$ cat src/hw/bma_pkg.sv
package bma_pkg;
    // timing
    localparam int              CLK_PERIOD_NS  = 40;
    localparam longint          CLK_HZ         = 64'd1000000000 / CLK_PERIOD_NS;
    // 44.1 kHz frames, 64 bit cells per frame, two halves per cell
    localparam longint          HALF_CELL_HZ   = 64'd5644800;
    localparam int              NCO_W          = 24;
    localparam logic [NCO_W-1:0] NCO_INC       = NCO_W'((HALF_CELL_HZ << NCO_W) / CLK_HZ);

    // subframe layout
    localparam logic [5:0]      HALF_FIRST     = 6'h00;
    localparam logic [5:0]      HALF_LAST      = 6'h3f;
    localparam logic [5:0]      PRE_HALVES     = 6'h08;
    localparam int              BIT_FLAG       = 4;
    localparam int              AUX_MSB        = 7;
    localparam int              AUX_ZERO_LSB   = 5;
    localparam int              SAMP_ZERO_LSB  = 8;
    localparam int              SAMP_ZERO_MSB  = 11;
    localparam int              SAMP_LSB       = 12;
    localparam int              SAMP_MSB       = 27;
    localparam int              BIT_VALID      = 28;
    localparam int              BIT_USER       = 29;
    localparam int              BIT_CS         = 30;
    localparam int              BIT_PAR        = 31;
    localparam int              PAR_LSB        = 4;

    // preambles as absolute levels after a low line, first half leftmost
    localparam logic [7:0]      PRE_B          = 8'he8;
    localparam logic [7:0]      PRE_M          = 8'he2;
    localparam logic [7:0]      PRE_W          = 8'he4;

    // channel-status word
    localparam logic [7:0]      CS_LAST        = 8'hbf;
    localparam logic [7:0]      CS_FIRST       = 8'h00;
    localparam logic [7:0]      CS_CTL_LSB     = 8'h01;
    localparam logic [7:0]      CS_CTL_MSB     = 8'h04;
    localparam logic [7:0]      CS_CAT_BIT     = 8'h08;
    localparam logic [7:0]      CS_ACC_LSB     = 8'h1c;
    localparam logic [7:0]      CS_ACC_MSB     = 8'h1d;
    localparam logic [7:0]      CS_ZERO_FROM   = 8'h1e;

    // register indices; byte address is four times the index
    localparam logic [5:0]      IDX_CTRL       = 6'h0a;
    localparam logic [5:0]      IDX_CTRL2      = 6'h0b;
    localparam logic [5:0]      IDX_STAT       = 6'h0c;
    localparam logic [7:0]      CTRL_RST       = 8'h00;
    localparam logic [7:0]      CTRL2_RST      = 8'h00;
    localparam int              CTRL_MODE_MSB  = 1;
    localparam int              CTRL_FLAG_BIT  = 3;
    localparam int              CTRL2_ACC_MSB  = 5;
    localparam int              CTRL2_ACC_LSB  = 4;
    localparam int              STAT_RIGHT_BIT = 8;
    localparam int              STAT_EN_BIT    = 9;

    typedef enum logic [1:0] {
        BMA_MODE_OFF  = 2'h0,
        BMA_MODE_ON   = 2'h1,
        BMA_MODE_MUTE = 2'h2,
        BMA_MODE_RSVD = 2'h3
    } bma_mode_t;
endpackage

$ cat src/hw/bma_cs_gen.sv
`timescale 1ns/1ps
module bma_cs_gen (
    input  wire logic [7:0] cs_index,
    input  wire logic [7:0] ctrl_two,
    output logic            cs_bit
);
    import bma_pkg::*;

    always_comb begin
        cs_bit = 1'b0;
        if (cs_index >= CS_CTL_LSB && cs_index <= CS_CTL_MSB) begin
            cs_bit = ctrl_two[2'(CS_CTL_MSB - cs_index)];
        end else if (cs_index == CS_CAT_BIT) begin
            cs_bit = 1'b1;
        end else if (cs_index == CS_ACC_LSB) begin
            cs_bit = ctrl_two[CTRL2_ACC_MSB];
        end else if (cs_index == CS_ACC_MSB) begin
            cs_bit = ctrl_two[CTRL2_ACC_LSB];
        end
    end
endmodule // bma_cs_gen

$ cat src/hw/bma_bmc_enc.sv
`timescale 1ns/1ps
module bma_bmc_enc (
    input  wire logic        clk_sys,
    input  wire logic        rstn,
    input  wire logic        half_tick,
    input  wire logic        enable,
    input  wire logic [5:0]  half_index,
    input  wire logic [31:0] word,
    input  wire logic [7:0]  preamble,
    output logic             line_level
);
    import bma_pkg::*;

    typedef struct packed {
        logic level;
        logic ref_level;
    } bma_enc_st_t;

    bma_enc_st_t st_q;
    bma_enc_st_t st_d;
    logic        cell_bit;

    assign cell_bit   = word[half_index[5:1]];
    assign line_level = st_q.level;

    always_comb begin
        st_d = st_q;
        if (!enable) begin
            st_d = '0;
        end else if (half_tick) begin
            if (half_index == HALF_FIRST) begin
                // preamble is relative to the level the last subframe left
                st_d.ref_level = st_q.level;
                st_d.level     = st_q.level ^ preamble[7];
            end else if (half_index < PRE_HALVES) begin
                st_d.level = st_q.ref_level ^ preamble[3'(7 - half_index)];
            end else if (!half_index[0]) begin
                st_d.level = ~st_q.level;
            end else if (cell_bit) begin
                st_d.level = ~st_q.level;
            end
        end
    end

    always_ff @(posedge clk_sys or negedge rstn) begin
        if (!rstn) begin
            st_q <= '0;
        end else begin
            st_q <= st_d;
        end
    end

    chk_cell_boundary: assert property (@(posedge clk_sys) disable iff (!rstn)
        half_tick && enable && $past(enable) && half_index >= PRE_HALVES && !half_index[0]
        |=> line_level != $past(line_level))
        else $error("no transition at bit cell boundary");
    chk_zero_no_mid: assert property (@(posedge clk_sys) disable iff (!rstn)
        half_tick && enable && half_index >= PRE_HALVES && half_index[0] && !cell_bit
        |=> $stable(line_level))
        else $error("mid-cell transition on a zero");
    chk_one_mid: assert property (@(posedge clk_sys) disable iff (!rstn)
        half_tick && enable && half_index >= PRE_HALVES && half_index[0] && cell_bit
        |=> line_level != $past(line_level))
        else $error("missing mid-cell transition on a one");
    chk_pre_lead_edge: assert property (@(posedge clk_sys) disable iff (!rstn)
        half_tick && enable && half_index == HALF_FIRST
        |=> line_level != $past(line_level))
        else $error("preamble does not start with a transition");
endmodule // bma_bmc_enc

$ cat src/hw/bma_tx.sv
// The APB slave port was chosen for this implementation.
`timescale 1ns/1ps
module bma_tx (
    input  wire logic        clk_sys,
    input  wire logic        rstn,
    input  wire logic        psel,
    input  wire logic        penable,
    input  wire logic        pwrite,
    input  wire logic [7:0]  paddr,
    input  wire logic [31:0] pwdata,
    output logic [31:0]      prdata,
    output logic             pready,
    output logic             pslverr,
    input  wire logic [15:0] pcm_left,
    input  wire logic [15:0] pcm_right,
    input  wire logic        pcm_err_left,
    input  wire logic        pcm_err_right,
    input  wire logic        corrector_flag_stream,
    input  wire logic        user_bit_in,
    output logic             pcm_take,
    output logic             user_take,
    output logic             biphase_audio_out_pin
);
    import bma_pkg::*;

    typedef struct packed {
        logic [7:0]       ctrl;
        logic [7:0]       ctrl2;
        logic [31:0]      prdata;
        logic             pready;
        logic             pslverr;
        logic [NCO_W-1:0] acc;
        logic             tick;
        logic [5:0]       half;
        logic             right;
        logic [7:0]       cs_idx;
        logic [31:0]      word;
        logic [7:0]       pre;
        logic             en;
        logic [15:0]      samp_r;
        logic             err_r;
        logic             pcm_take;
        logic             user_take;
    } bma_tx_st_t;

    // first half-cell tick wraps to a left block-start subframe
    localparam bma_tx_st_t TX_RST = '{
        ctrl:   CTRL_RST,
        ctrl2:  CTRL2_RST,
        half:   HALF_LAST,
        right:  1'b1,
        cs_idx: CS_LAST,
        pre:    PRE_B,
        default: '0
    };

    bma_tx_st_t     q;
    bma_tx_st_t     d;
    logic [NCO_W:0] nco_sum;
    logic [7:0]     nxt_cs;
    logic           cs_bit;
    logic           loaded;
    bma_mode_t      mode;

    assign mode    = bma_mode_t'(q.ctrl[CTRL_MODE_MSB:0]);
    assign nco_sum = {1'b0, q.acc} + {1'b0, NCO_INC};
    // index advances once per pair, on the left subframe
    assign nxt_cs  = !q.right ? q.cs_idx : ((q.cs_idx == CS_LAST) ? CS_FIRST : q.cs_idx + 8'h01);
    assign loaded  = q.tick && (q.half == HALF_FIRST);

    bma_cs_gen u_cs (
        .cs_index (nxt_cs),
        .ctrl_two (q.ctrl2),
        .cs_bit   (cs_bit)
    );

    always_comb begin
        logic [15:0] samp;
        logic        err;
        logic [31:0] w;
        samp = '0;
        err  = 1'b0;
        w    = '0;
        d    = q;
        d.tick      = 1'b0;
        d.pcm_take  = 1'b0;
        d.user_take = 1'b0;

        // one wait state: pready rises in the second access cycle
        d.pready  = 1'b0;
        d.pslverr = 1'b0;
        if (psel && penable && !q.pready) begin
            d.pready = 1'b1;
            d.prdata = '0;
            case (paddr[7:2])
                IDX_CTRL: begin
                    if (!pwrite) begin
                        d.prdata[7:0] = q.ctrl;
                    end
                end
                IDX_CTRL2: begin
                    if (!pwrite) begin
                        d.prdata[7:0] = q.ctrl2;
                    end
                end
                IDX_STAT: begin
                    d.prdata[7:0]           = q.cs_idx;
                    d.prdata[STAT_RIGHT_BIT] = q.right;
                    d.prdata[STAT_EN_BIT]    = q.en;
                end
                default: begin
                    d.pslverr = 1'b1;
                end
            endcase
        end
        // write lands at the edge where the master samples pready, not earlier
        if (psel && penable && pwrite && q.pready) begin
            if (paddr[7:2] == IDX_CTRL) begin
                d.ctrl = pwdata[7:0];
            end else if (paddr[7:2] == IDX_CTRL2) begin
                d.ctrl2 = pwdata[7:0];
            end
        end

        // fractional divider: 25 MHz is no integer multiple of the half-cell rate
        d.acc = nco_sum[NCO_W-1:0];
        if (nco_sum[NCO_W]) begin
            d.tick = 1'b1;
            d.half = q.half + 6'h01;
            if (q.half == HALF_LAST) begin
                d.right  = ~q.right;
                d.cs_idx = nxt_cs;
                if (q.right) begin
                    d.pre      = (nxt_cs == CS_FIRST) ? PRE_B : PRE_M;
                    samp       = pcm_left;
                    err        = pcm_err_left;
                    // right sample taken with the left keeps the pair together
                    d.samp_r   = pcm_right;
                    d.err_r    = pcm_err_right;
                    d.pcm_take = 1'b1;
                end else begin
                    d.pre = PRE_W;
                    samp  = q.samp_r;
                    err   = q.err_r;
                end
                if (mode == BMA_MODE_MUTE) begin
                    samp = '0;
                end
                w[BIT_FLAG]             = q.ctrl[CTRL_FLAG_BIT] & corrector_flag_stream;
                w[SAMP_MSB:SAMP_LSB]    = samp;
                w[BIT_VALID]            = err;
                w[BIT_USER]             = user_bit_in;
                w[BIT_CS]               = cs_bit;
                w[BIT_PAR]              = ^w[BIT_CS:PAR_LSB];
                d.word      = w;
                d.user_take = 1'b1;
                // mode switches only between subframes, never mid-word
                d.en        = (mode == BMA_MODE_ON) || (mode == BMA_MODE_MUTE);
            end
        end
    end

    always_ff @(posedge clk_sys or negedge rstn) begin
        if (!rstn) begin
            q <= TX_RST;
        end else begin
            q <= d;
        end
    end

    bma_bmc_enc u_enc (
        .clk_sys    (clk_sys),
        .rstn       (rstn),
        .half_tick  (q.tick),
        .enable     (q.en),
        .half_index (q.half),
        .word       (q.word),
        .preamble   (q.pre),
        .line_level (biphase_audio_out_pin)
    );

    assign prdata    = q.prdata;
    assign pready    = q.pready;
    assign pslverr   = q.pslverr;
    assign pcm_take  = q.pcm_take;
    assign user_take = q.user_take;

    chk_pre_block: assert property (@(posedge clk_sys) disable iff (!rstn)
        loaded && !q.right && q.cs_idx == CS_FIRST |-> q.pre == PRE_B)
        else $error("block start without B preamble");
    chk_pre_left: assert property (@(posedge clk_sys) disable iff (!rstn)
        loaded && !q.right && q.cs_idx != CS_FIRST |-> q.pre == PRE_M)
        else $error("left subframe without M preamble");
    chk_pre_right: assert property (@(posedge clk_sys) disable iff (!rstn)
        loaded && q.right |-> q.pre == PRE_W)
        else $error("right subframe without W preamble");
    chk_side_alternate: assert property (@(posedge clk_sys) disable iff (!rstn)
        loaded |-> q.right != $past(q.right))
        else $error("channels did not alternate");
    chk_side_stable: assert property (@(posedge clk_sys) disable iff (!rstn)
        !loaded && !$past(loaded) ##1 !loaded |-> $stable(q.right))
        else $error("channel changed inside a subframe");
    chk_parity_even: assert property (@(posedge clk_sys) disable iff (!rstn)
        loaded |-> !(^q.word[BIT_PAR:PAR_LSB]))
        else $error("odd parity over bits 4 to 31");
    chk_aux_zero: assert property (@(posedge clk_sys) disable iff (!rstn)
        loaded |-> q.word[AUX_MSB:AUX_ZERO_LSB] == '0 && q.word[SAMP_ZERO_MSB:SAMP_ZERO_LSB] == '0)
        else $error("unused auxiliary or sample bits not zero");
    chk_flag_gate: assert property (@(posedge clk_sys) disable iff (!rstn)
        loaded && !$past(q.ctrl[CTRL_FLAG_BIT]) |-> !q.word[BIT_FLAG])
        else $error("flag bit set while flag mode off");
    chk_left_sample: assert property (@(posedge clk_sys) disable iff (!rstn)
        loaded && !q.right && $past(mode) == BMA_MODE_ON
        |-> q.word[SAMP_MSB:SAMP_LSB] == $past(pcm_left))
        else $error("left sample not placed in bits 12 to 27");
    chk_valid_flag: assert property (@(posedge clk_sys) disable iff (!rstn)
        loaded && !q.right |-> q.word[BIT_VALID] == $past(pcm_err_left))
        else $error("validity does not follow error flag");
    chk_cs_pair: assert property (@(posedge clk_sys) disable iff (!rstn)
        loaded && q.right |-> $stable(q.cs_idx))
        else $error("status index moved inside a pair");
    chk_cs_range: assert property (@(posedge clk_sys) disable iff (!rstn)
        q.cs_idx <= CS_LAST)
        else $error("status index beyond 191");
    chk_cs_category: assert property (@(posedge clk_sys) disable iff (!rstn)
        loaded && q.cs_idx == CS_CAT_BIT |-> q.word[BIT_CS])
        else $error("category bit 8 not set");
    chk_cs_tail_zero: assert property (@(posedge clk_sys) disable iff (!rstn)
        loaded && q.cs_idx >= CS_ZERO_FROM |-> !q.word[BIT_CS])
        else $error("status bits 30 to 191 not zero");
    chk_apb_answer: assert property (@(posedge clk_sys) disable iff (!rstn)
        psel && penable && !pready |=> pready ##1 !pready)
        else $error("register access not answered in one cycle");

    cov_block_start: cover property (@(posedge clk_sys) disable iff (!rstn)
        loaded && q.pre == PRE_B && q.en);
    cov_right_sub: cover property (@(posedge clk_sys) disable iff (!rstn)
        loaded && q.right && q.en);
    cov_flag_mode: cover property (@(posedge clk_sys) disable iff (!rstn)
        loaded && q.word[BIT_FLAG]);
    cov_bad_addr: cover property (@(posedge clk_sys) disable iff (!rstn)
        pready && pslverr);
endmodule // bma_tx

$ cat config.mk
export PLATFORM = sky130hd
export DESIGN_NAME = bma_tx
export DESIGN_NICKNAME = d
export VERILOG_FILES = /design/src/hw/bma_pkg.sv /design/src/hw/bma_cs_gen.sv /design/src/hw/bma_bmc_enc.sv /design/src/hw/bma_tx.sv
export SDC_FILE = /design/constraint.sdc
export NUM_CORES = 1
export LEC_CHECK = 0
export BUFFER_PORTS_ARGS = -buffer_cell sky130_fd_sc_hd__buf_2
export CAP_MARGIN = 20
export CELL_PAD_IN_SITES_DETAIL_PLACEMENT = 1
export CELL_PAD_IN_SITES_GLOBAL_PLACEMENT = 1
export CORE_MARGIN = 2
export CORE_UTILIZATION = 48
export DETAILED_ROUTE_END_ITERATION = 6
export PLACE_DENSITY_LB_ADDON = 0.1
export SYNTH_ARGS = -nofsm -noshare
export SYNTH_HDL_FRONTEND = slang
export SYNTH_HIERARCHICAL = 1
export SYNTH_SLANG_ARGS = --single-unit
$ cat constraint.sdc
create_clock -name clk_sys -period 7.15 [get_ports clk_sys]
set_input_delay 0.715 -clock clk_sys [delete_from_list [all_inputs] [get_ports clk_sys]]
set_output_delay 0.715 -clock clk_sys [all_outputs]
set_load 0.03 [all_outputs]
==> out/qor.yml, run 1 <==
status: "finished, final reports clean"
crit_fanout: 35
track_usage_pct: 21.9
area.growth.synth_to_final_pct: 15.0
synthSimpleGateAreaFrac_pct: 11.1
synth_compound_area_share_pct: 7.94
final_antenna_net_count: 0
setup-violations-final: 0
cp.arrival_ns: 4.33
cts-root-buf: "clkbuf_16"
synth_xor_area_share_pct: 9.38
die_y_um: 121
holdCritPathClass: "in -> async"
synth_cells: 567
drive_gt1_share_pct: 32.7
grt_pass1_wl_um: 24600
async_flop_share_pct: 100
p_per_area_nw_per_um2: 223
fill_cells: 1400
first_pass_iters: 4
nets: 726
drc_errors: 0
synthAdderAreaFrac_pct: 1.15
ys_types: 68
max_freq_ghz: 0.248
cts_tree: "yes"
largest_reg_flops: 96
finClkSkew_ns: 0.00903
drt_wl_total_um: 14700
post-cts-setup-buffers: 0
slew_viol_final: 0
hold_violations: 0
cap_violations: 0
die-width_um: 121
syn_area_um2: 6540
clk_pin_slew_ns: 0.06
ios: 118
grt_max_degree: 75
clk_latency_ns: 0.42
port-buffer-count: 69
clock-sinks: 114
regMostFlops: "q"
cpMostUsedCell: "xnor2_1"
grt_pass1_vias: 4729
ys.flop_type: "dfrtp_1"
dp_hpwl_um: 10200
crit_path_end_kind: "flip-flop"
drt-initial-drc-count: 249
syn_area_per_cell_um2: 11.5
yosysWarnings: 6
post-place-ws_ns: 3.14
grt_remaining_overflow: 0
r2r_end: "q[59]"
regArea_um2: 2870
path_buf_inv: 2
multiInputGateArea_um2: 3360
start_util_pct: 49.2
path_delay_family: "simple AND/OR/NAND/NOR gates"
worst_path_max_delay_cell: "dfstp_2"
vdd_ir_drop_max_mv: 0.161
synthMuxAreaShare_pct: 19.6
synth_top_family_by_area: "multiplexers"
core_area_um2: 13300
wl_per_cell_um: 17.8
fin_crit_sh_pct: 56.3
fin_crit_ns: 4.03
setup_slack_ns: 3.12
synth-seq-cells: 114
antenna_found_initial: 0
slew_headroom_pct: 32.5
p_leak_nw: 3.48
cts_resized: 0
r2r_setup_slack_ns: 3.12
cp_cell_sequence: "buf_4 -> nand4_1 -> nor3_1 -> nor2_1 -> inv_1 -> ha_1 -> nor3b_1 -> nor4b_2 -> a32o_1 -> xnor2_1 -> xnor2_1 -> xnor3_1 -> xnor2_1 -> mux2_2"
fin_tns_setup_ns: 0
required_ns: 7.46
numCtsBuffers: 17
reg2reg_from: "q[68]"
critical_path.max_stage_delay_ns: 0.51
r2r_cells: 14
n_antenna_cell: 0
yosysSeqAreaShare_pct: 43.9
critPathLaunchType: "flip-flop"
gp_congestion: 0.805
grt_setup_unrepaired: "false"
die_area_um2: 14600
vias: 4463
vias_per_cell: 5.39
synth_edf_count: 0
worst_pin_slew_ns: 1.01
path_class: "reg -> reg"
row_count: 42
cts_hold_buffers: 0
clock_path_buffers: 2
htreeDepth: 4
## how the worst max path moves through the flow
stage | start | to | cells after the start
6_report | q[68] | q[59] | 14
3_5_place_dp | q[68] | q[59] | 14
3_3_place_gp | q[68] | q[59] | 13
5_1_grt | q[68] | q[59] | 14
4_1_cts | q[68] | q[59] | 14
2_1_floorplan | q[68] | q[59] | 13
## power by group
part	leakage (nW)	internal, mW	switching [mW]
sequential	1.45	0.653	0.00617
combinational	1.74	0.0534	0.0655
clock	0.293	0.593	0.309
total	3.48	1.30	0.380
## cells in the final DEF, fill, tap and decap left out, types with 5 or more instances in the layout
cell,instances
a21oi_1,12
clkbuf_16,17
dfrtp_1,99
o211ai_1,5
mux4_2,8
inv_1,16
a22oi_1,9
nand2_1,39
nor2_1,41
nor3_1,6
xnor2_1,28
mux2i_1,23
conb_1,36
mux2_2,52
o21ai_0,18
xor2_1,24
xnor3_1,7
dfstp_2,15
mux2_4,19
ha_1,6
buf_2,68
nand3_1,12
## stage by stage
step | util (%) | area [um2] | hold WS [ns] | power [mW] | cells
finish | 56.5 | 7520 | 0.277 | 1.68 | 828
global route | 56.5 | 7520 | 0.313 | 1.74 | 828
floorplan | - | 6670 | 0.419 | 0.753 | 601
detailed placement | 51.8 | 6890 | 0.461 | 0.788 | 796
global placement | 51.8 | 6880 | 0.451 | 0.785 | 795
CTS | 56.5 | 7520 | 0.279 | 1.70 | 828
## per-layer routing
layer | track usage [%] | routed length, um | up-vias | share of wire [%]
met5 | 0 | 0 | - | 0
met2 | 36.1 | 7290 | 75 | 49
met3 | 5.42 | 482 | 19 | 3.3
met4 | 7.34 | 203 | 0 | 1.4
li1 | - | - | 2095 | -
met1 | 28.2 | 6750 | 2274 | 46
## layout make-up
| class | instances | area share (%) |
|---|---|---|
| multi-input combinational | 417 | 44.6 |
| clock buffer | 20 | 5.94 |
| timing repair buffer | 72 | 4.93 |
| clock inverter | 12 | 2.41 |
| tap | 176 | 2.93 |
| sequential | 114 | 38.2 |
| inverter | 17 | 0.949 |
## logic make-up after synthesis
logic type      after synthesis
fa+ha+maj                     6
flops                       114
xor+xnor                     59
simple gates                142
compound gates               72
other cells                   2
buf+inv                      70
mux                         102
## worst register-to-register path, stage by stage (launching register included)
cell and delay (ns):
dfstp_2 0.51, buf_4 0.41, nand4_1 0.37, nor3_1 0.33
nor2_1 0.16, inv_1 0.09, ha_1 0.22, nor3b_1 0.28
nor4b_2 0.09, a32o_1 0.24, xnor2_1 0.15, xnor2_1 0.25
xnor3_1 0.39, xnor2_1 0.15, mux2_2 0.27
## synthesized netlist by cell type, types with 3 or more instances
cell	instances	share of area [%]
nor2b_1	4	0.38
dfstp_2	15	6.0
nor2_1	41	2.4
clkbuf_1	13	0.75
nand2b_1	4	0.38
nand2_1	39	2.2
or2_2	3	0.29
nor3_1	6	0.46
inv_1	16	0.92
nand3_1	12	0.92
mux4_2	8	2.8
o21ai_0	18	1.4
nand4_1	4	0.38
mux2i_1	23	3.5
o2bb2ai_1	3	0.40
a2111oi_0	4	0.54
xnor3_1	7	2.4
a22oi_1	9	1.0
or3_1	4	0.38
mux2_2	52	9.0
xor2_1	24	3.2
nor3b_1	3	0.34
ha_1	6	1.1
dfrtp_1	99	38
mux2_4	19	4.4
a21oi_1	12	0.92
buf_4	33	3.8
xnor2_1	28	3.8
o211ai_1	5	0.57
(Power assumes the default switching activity.)
==> run 2, diff against run 1 <==
ABC_AREA = 1   (was unset)
CORE_UTILIZATION = 41   (was 48)
clock period = 4.2 ns   (was 7.15 ns; I/O delays follow)
==> run 2 against run 1 <==
  * Power grew 62%
  * Via count increased by 33%
  * Area after synthesis grew 4.3%
  * Final cell count increased by 51%
  * Sequential power is 68% higher
  * Clock power is 66% higher
  * Worst setup slack got worse by 2.2 ns
  * Flip-flop and latch count is the same
  * Register-to-register slack got worse by 2.2 ns
  * Critical path type unchanged
==> out/qor.yml, run 2 <==
antenna_found_initial: 0
core_area_um2: 16400
async_flop_share_pct: 100
syn_area_per_cell_um2: 7.15
synthSimpleGateAreaFrac_pct: 30.8
yosysTopAreaCellShare_pct: 36.3
p_leak_nw: 4.18
cts_resized: 0
vias_per_cell: 4.75
die_y_um: 133
worst_path_max_delay_cell: "dfstp_2"
crit_path_end_kind: "flip-flop"
synthAdderAreaFrac_pct: 1.10
fin_crit_ns: 3.30
critPathLaunchType: "flip-flop"
grt_max_degree: 60
first_pass_iters: 4
n_antenna_cell: 0
dp.cells: 1222
seqPwrFrac_pct: 40.7
clk_pin_slew_ns: 0.05
yosysTopAreaCell: "dfrtp_1"
synthTopCellsByCount: "347 x nand2_1, 117 x inv_1, 99 x dfrtp_1"
vdd_ir_drop_max_mv: 0.268
holdCritPathClass: "in -> async"
dp_hpwl_um: 12200
drt_wl_total_um: 16600
wl_per_cell_um: 13.2
grt_pass1_vias: 6035
hold_violations: 0
area.growth.synth_to_final_pct: 13.9
drc_errors: 0
yosysWarnings: 6
path_class: "reg -> reg"
clock-sinks: 114
yosysMostFrequentCell: "nand2_1"
switchingPower_mw: 0.593
row_count: 47
syn_area_um2: 6820
synth_cells: 954
cap_violations: 0
track_usage_pct: 20.4
post-cts-setup-buffers: 0
critical_path.max_stage_delay_ns: 0.55
max_freq_ghz: 0.303
fin_tns_setup_ns: 0
synth-seq-cells: 114
multiInputGateArea_um2: 3150
synthMuxAreaShare_pct: 0
status: "finished, final reports clean"
cts-root-buf: "clkbuf_16"
stdcell_count: 1254
drive_gt1_share_pct: 13.3
die_area_um2: 17700
fill_cells: 2145
internal_power_mw: 2.12
p_per_area_nw_per_um2: 350
drt-initial-drc-count: 226
synth.area.top_cells: "dfrtp_1 36%, nand2_1 19%, inv_1 6.4%, nand3_1 5.9%, dfstp_2 5.8%"
finClkSkew_ns: 0.00632
crit_fanout: 4
ys.flop_type: "dfrtp_1"
regMostFlops: "q"
yosysSeqAreaShare_pct: 42.1
cp_cell_sequence: "ha_1 -> nand3_1 -> nor3_1 -> nand4_1 -> nand3_1 -> inv_1 -> inv_1 -> ha_1 -> inv_1 -> nor2_2 -> nand3_1 -> nand2_1 -> nand2_1 -> nand2_1 -> xnor2_1 -> xor2_1 -> inv_1 -> nand3_1 -> nand2_1 -> nand2_1 -> nand3_1 -> nand2_1"
ys_types: 41
gp_congestion: 0.814
clk_latency_ns: 0.42
cpMostUsedCell: "nand2_1"
grt_setup_unrepaired: "false"
required_ns: 4.55
p_clk_share_pct: 55.0
synth_edf_count: 0
grt_pass1_wl_um: 29100
worst_pin_slew_ns: 0.780
start_util_pct: 41.6
cts_tree: "yes"
synth_xor_area_share_pct: 3.72
setup-violations-final: 0
slew_headroom_pct: 47.9
swShare_pct: 21.8
nets: 1108
numCtsBuffers: 17
slew_viol_final: 0
largest_reg_flops: 96
grt_remaining_overflow: 0
synth_top_family_by_area: "simple AND/OR/NAND/NOR gates"
clock_path_buffers: 2
layout_common_cells: "347 x nand2_1, 117 x inv_1, 99 x dfrtp_1"
p_comb_share_pct: 4.3
cp.arrival_ns: 3.65
port-buffer-count: 69
vias: 5953
final_antenna_net_count: 0
ios: 118
die-width_um: 133
htreeDepth: 4
regArea_um2: 2870
fin_crit_sh_pct: 78.5
final_common_cell: "nand2_1"
cts_hold_buffers: 0
synth_compound_area_share_pct: 8.45
==> run 2: cell types whose count changed after synthesis, sizes merged, moves of 14 or more <==
cell	change
mux2i	-23
nand2	+311
mux2	-71
inv	+107
xnor2	-17
o21ai	+64
nand3	+69
buf	+14
nor2	+14
==> run 2: area by class of cell <==
cell class | count | share of cell area [%]
multi-input cells | 689 | 40.6
flip-flops and latches | 114 | 37.0
clock buffers | 22 | 6.23
inverters | 126 | 6.12
repair buffers | 73 | 4.86
well taps | 220 | 3.54
clock inverters | 10 | 1.67
==> run 2: cells by family after synthesis <==
kind of cell               count (synthesis)
and+or+nand+nor                          507
buffers and inverters                    188
adders and majority gates                  6
other                                      2
AOI/OAI and AO/OA                        108
xor gates and xnor gates                  29
DFF                                      114
==> run 2: critical path: cells and delay by family (launching register included) <==
family / cells / cell delay [ns]
XOR/XNOR: 2 / 0.49
adder cells (fa/ha/maj): 2 / 0.36
buffers and inverters: 4 / 0.39
flip-flops: 1 / 0.55
AND/OR/NAND/NOR: 14 / 1.43
==> run 2: power by group through the flow <==
| stage | combinational (mW) | clock, mW | sequential, mW |
|---|---|---|---|
| after global placement | 0.116 | 0 | 1.12 |
| after floorplan | 0.0712 | 0 | 1.13 |
| after global routing | 0.133 | 1.58 | 1.10 |
| after detailed placement | 0.117 | 0 | 1.12 |
| final | 0.116 | 1.50 | 1.11 |
| after CTS | 0.118 | 1.53 | 1.11 |
==> run 2: per-stage QoR <==
step	setup WS, ns	hold slack, ns	cell area, um2	total power, mW	utilization (%)
after floorplan	1.41	0.124	6960	1.20	-
after global placement	0.942	0.444	7150	1.24	43.6
after detailed placement	0.914	0.451	7150	1.24	43.6
after CTS	0.839	0.0931	7770	2.75	47.3
after global routing	0.464	0.119	7770	2.82	47.3
final	0.904	0.0570	7770	2.72	47.3
==> run 2: final timing paths <==
check	end	start	slack (ns)	cells after the start
hold / removal	q[82]	rstn	0.06	1
setup reg to reg	q[59]	q[60]	0.90	22
min in group clk_sys	q[14]	pcm_right[11]	0.19	3
hold reg to reg	q[76]	q[76]	0.45	1
max in group asynchronous	q[62]	rstn	3.24	2
setup / recovery	q[59]	q[60]	0.90	22
==> run 2: per-layer routing <==
layer	up-vias	track usage, %	routed length (um)	share of wire (%)
li1	3030	-	-	-
met1	2815	27.7	8060	49
met2	89	33.3	7680	46
met3	19	3.68	613	3.7
met4	0	6.45	229	1.4
met5	-	0	0	0
==> run 3, diff against run 2 <==
ABC_AREA = 0   (was 1)
CORE_UTILIZATION = 40   (was 41)
clock period = 2.64 ns   (was 4.2 ns; I/O delays follow)
==> run 3 against run 2 <==
  * Largest cell class unchanged
  * Routed wire length fell by 5.0%
  * Final cell count shrank 28%
  * Clock skew is essentially flat
  * The run now ends with negative setup slack left
==> out/qor.yml, run 3 (synthesized netlist as in run 1, its figures left out) <==
status: "complete, but fails checks"
violations: "negative setup slack"
cts_tree: "yes"
wl_met3_um: 455
drt_wl_total_um: 15800
vdd_ir_drop_max_mv: 0.424
die_area_um2: 17400
regMostFlops: "q"
r2r_setup_slack_ns: -0.50
required_ns: 2.94
dp_hpwl_um: 11700
reg2reg_from: "q[61]"
drive_gt1_share_pct: 37.0
holdCritStartpoint: "pcm_right[3]"
fill_cells: 1769
grt_pass1_wl_um: 26500
numCtsBuffers: 17
regArea_um2: 2870
grt_setup_unrepaired: "true"
gp_congestion: 0.802
multiInputGateArea_um2: 3390
area.growth.synth_to_final_pct: 19.7
cap_violations: 0
start_util_pct: 41.0
ios: 118
r2r_cells: 13
vias: 4579
clock-sinks: 114
antenna_found_initial: 0
crit_path_end_kind: "flip-flop"
post_dp_cell_area_um2: 7260
topRoutingLayerUsed: "met4"
drt-initial-drc-count: 171
row_count: 46
max_freq_ghz: 0.318
slew_headroom_pct: 49.5
setup_slack_ns: -0.501
first_pass_iters: 4
setup-violations-final: 1
vias_per_cell: 5.05
drc_errors: 0
finalPower_mw: 4.17
layout_common_cells: "99 x dfrtp_1, 68 x buf_2, 51 x mux2_2"
die_y_um: 132
hold_slack_ns: 0.0787
cp.arrival_ns: 3.44
crit_fanout: 3
track_usage_pct: 19.3
grt_max_degree: 47
holdCritPathClass: "in -> reg"
finish.instance_area_um2: 7830
core_area_um2: 15900
path_class: "reg -> reg"
grt_remaining_overflow: 0
critPathLaunchType: "flip-flop"
final_common_cell: "dfrtp_1"
fin_tns_setup_ns: -0.501
r2r_end: "q[59]"
finClkSkew_ns: 0.00617
wl_per_cell_um: 17.4
grt_pass1_vias: 5004
wl_met1_um: 6980
clock_path_buffers: 2
slew_viol_final: 0
final_antenna_net_count: 0
p_per_area_nw_per_um2: 534
clk_pin_slew_ns: 0.05
fin_crit_sh_pct: 119
worst_pin_slew_ns: 0.754
die-width_um: 132
n_antenna_cell: 0
min_to: "q[6]"
clk_latency_ns: 0.42
hold_violations: 0
largest_reg_flops: 96
port-buffer-count: 69
route.met2.wl_um: 8100
cts-root-buf: "clkbuf_16"
min_path_cells: 2
htreeDepth: 4
p_leak_nw: 3.67
nets: 766
fin_crit_ns: 3.14
==> run 3: worst max path at each step <==
stage | cells after the start | endpoint | start
floorplan | 13 | q[59] | q[61]
global placement | 13 | q[59] | q[61]
detailed placement | 13 | q[59] | q[61]
CTS | 13 | q[59] | q[61]
global route | 13 | q[59] | q[61]
finish | 13 | q[59] | q[61]
==> run 3: layer usage <==
layer  vias to the layer above  track usage [%]
li1                       2164                -
met1                      2318             24.0
met2                        76             33.6
met3                        21             4.08
met4                         0             6.16
met5                         -                0
==> run 3: what timing repair did <==
| action | CTS | global route |
|---|---|---|
| buffers inserted | 2 | 0 |
| hold endpoints to repair | 29 | 0 |
| endpoints found under the setup margin | 1 | 1 |
| hold buffers | 1 | 0 |
| pin swaps | 6 | 1 |
| resized for setup | 5 | 1 |
==> run 3: final cells by class <==
| class | instances | area share (%) |
|---|---|---|
| tap | 216 | 3.45 |
| multi-input combinational | 417 | 43.4 |
| sequential | 114 | 36.7 |
| clock inverter | 5 | 0.352 |
| clock buffer | 25 | 6.46 |
| inverter | 17 | 0.911 |
| timing repair buffer | 112 | 8.76 |
==> run 3: power breakdown <==
group | leakage [nW] | switching (mW) | internal, mW
combinational | 1.96 | 0.181 | 0.150
clock | 0.265 | 0.754 | 1.30
sequential | 1.45 | 0.0160 | 1.77
total | 3.67 | 0.952 | 3.22
==> run 3: stage by stage <==
step / instances / utilization, % / setup WS (ns)
detailed placement: 873 / 45.5 / -0.592
global route: 906 / 49.1 / -0.690
global placement: 873 / 45.5 / -0.486
CTS: 906 / 49.1 / -0.505
finish: 906 / 49.1 / -0.501
floorplan: 601 / - / -0.496
==> run 3: worst max-delay path, cell delays in order, from the launching register on <==
cell,delay (ns)
dfstp_2,0.55
ha_4,0.13
nand4_1,0.15
o22ai_1,0.19
a21oi_1,0.08
a41o_1,0.21
or3_4,0.35
nor4b_2,0.23
a32o_2,0.20
xnor2_2,0.12
xnor2_1,0.15
xnor3_1,0.25
xnor2_1,0.13
mux2_4,0.27
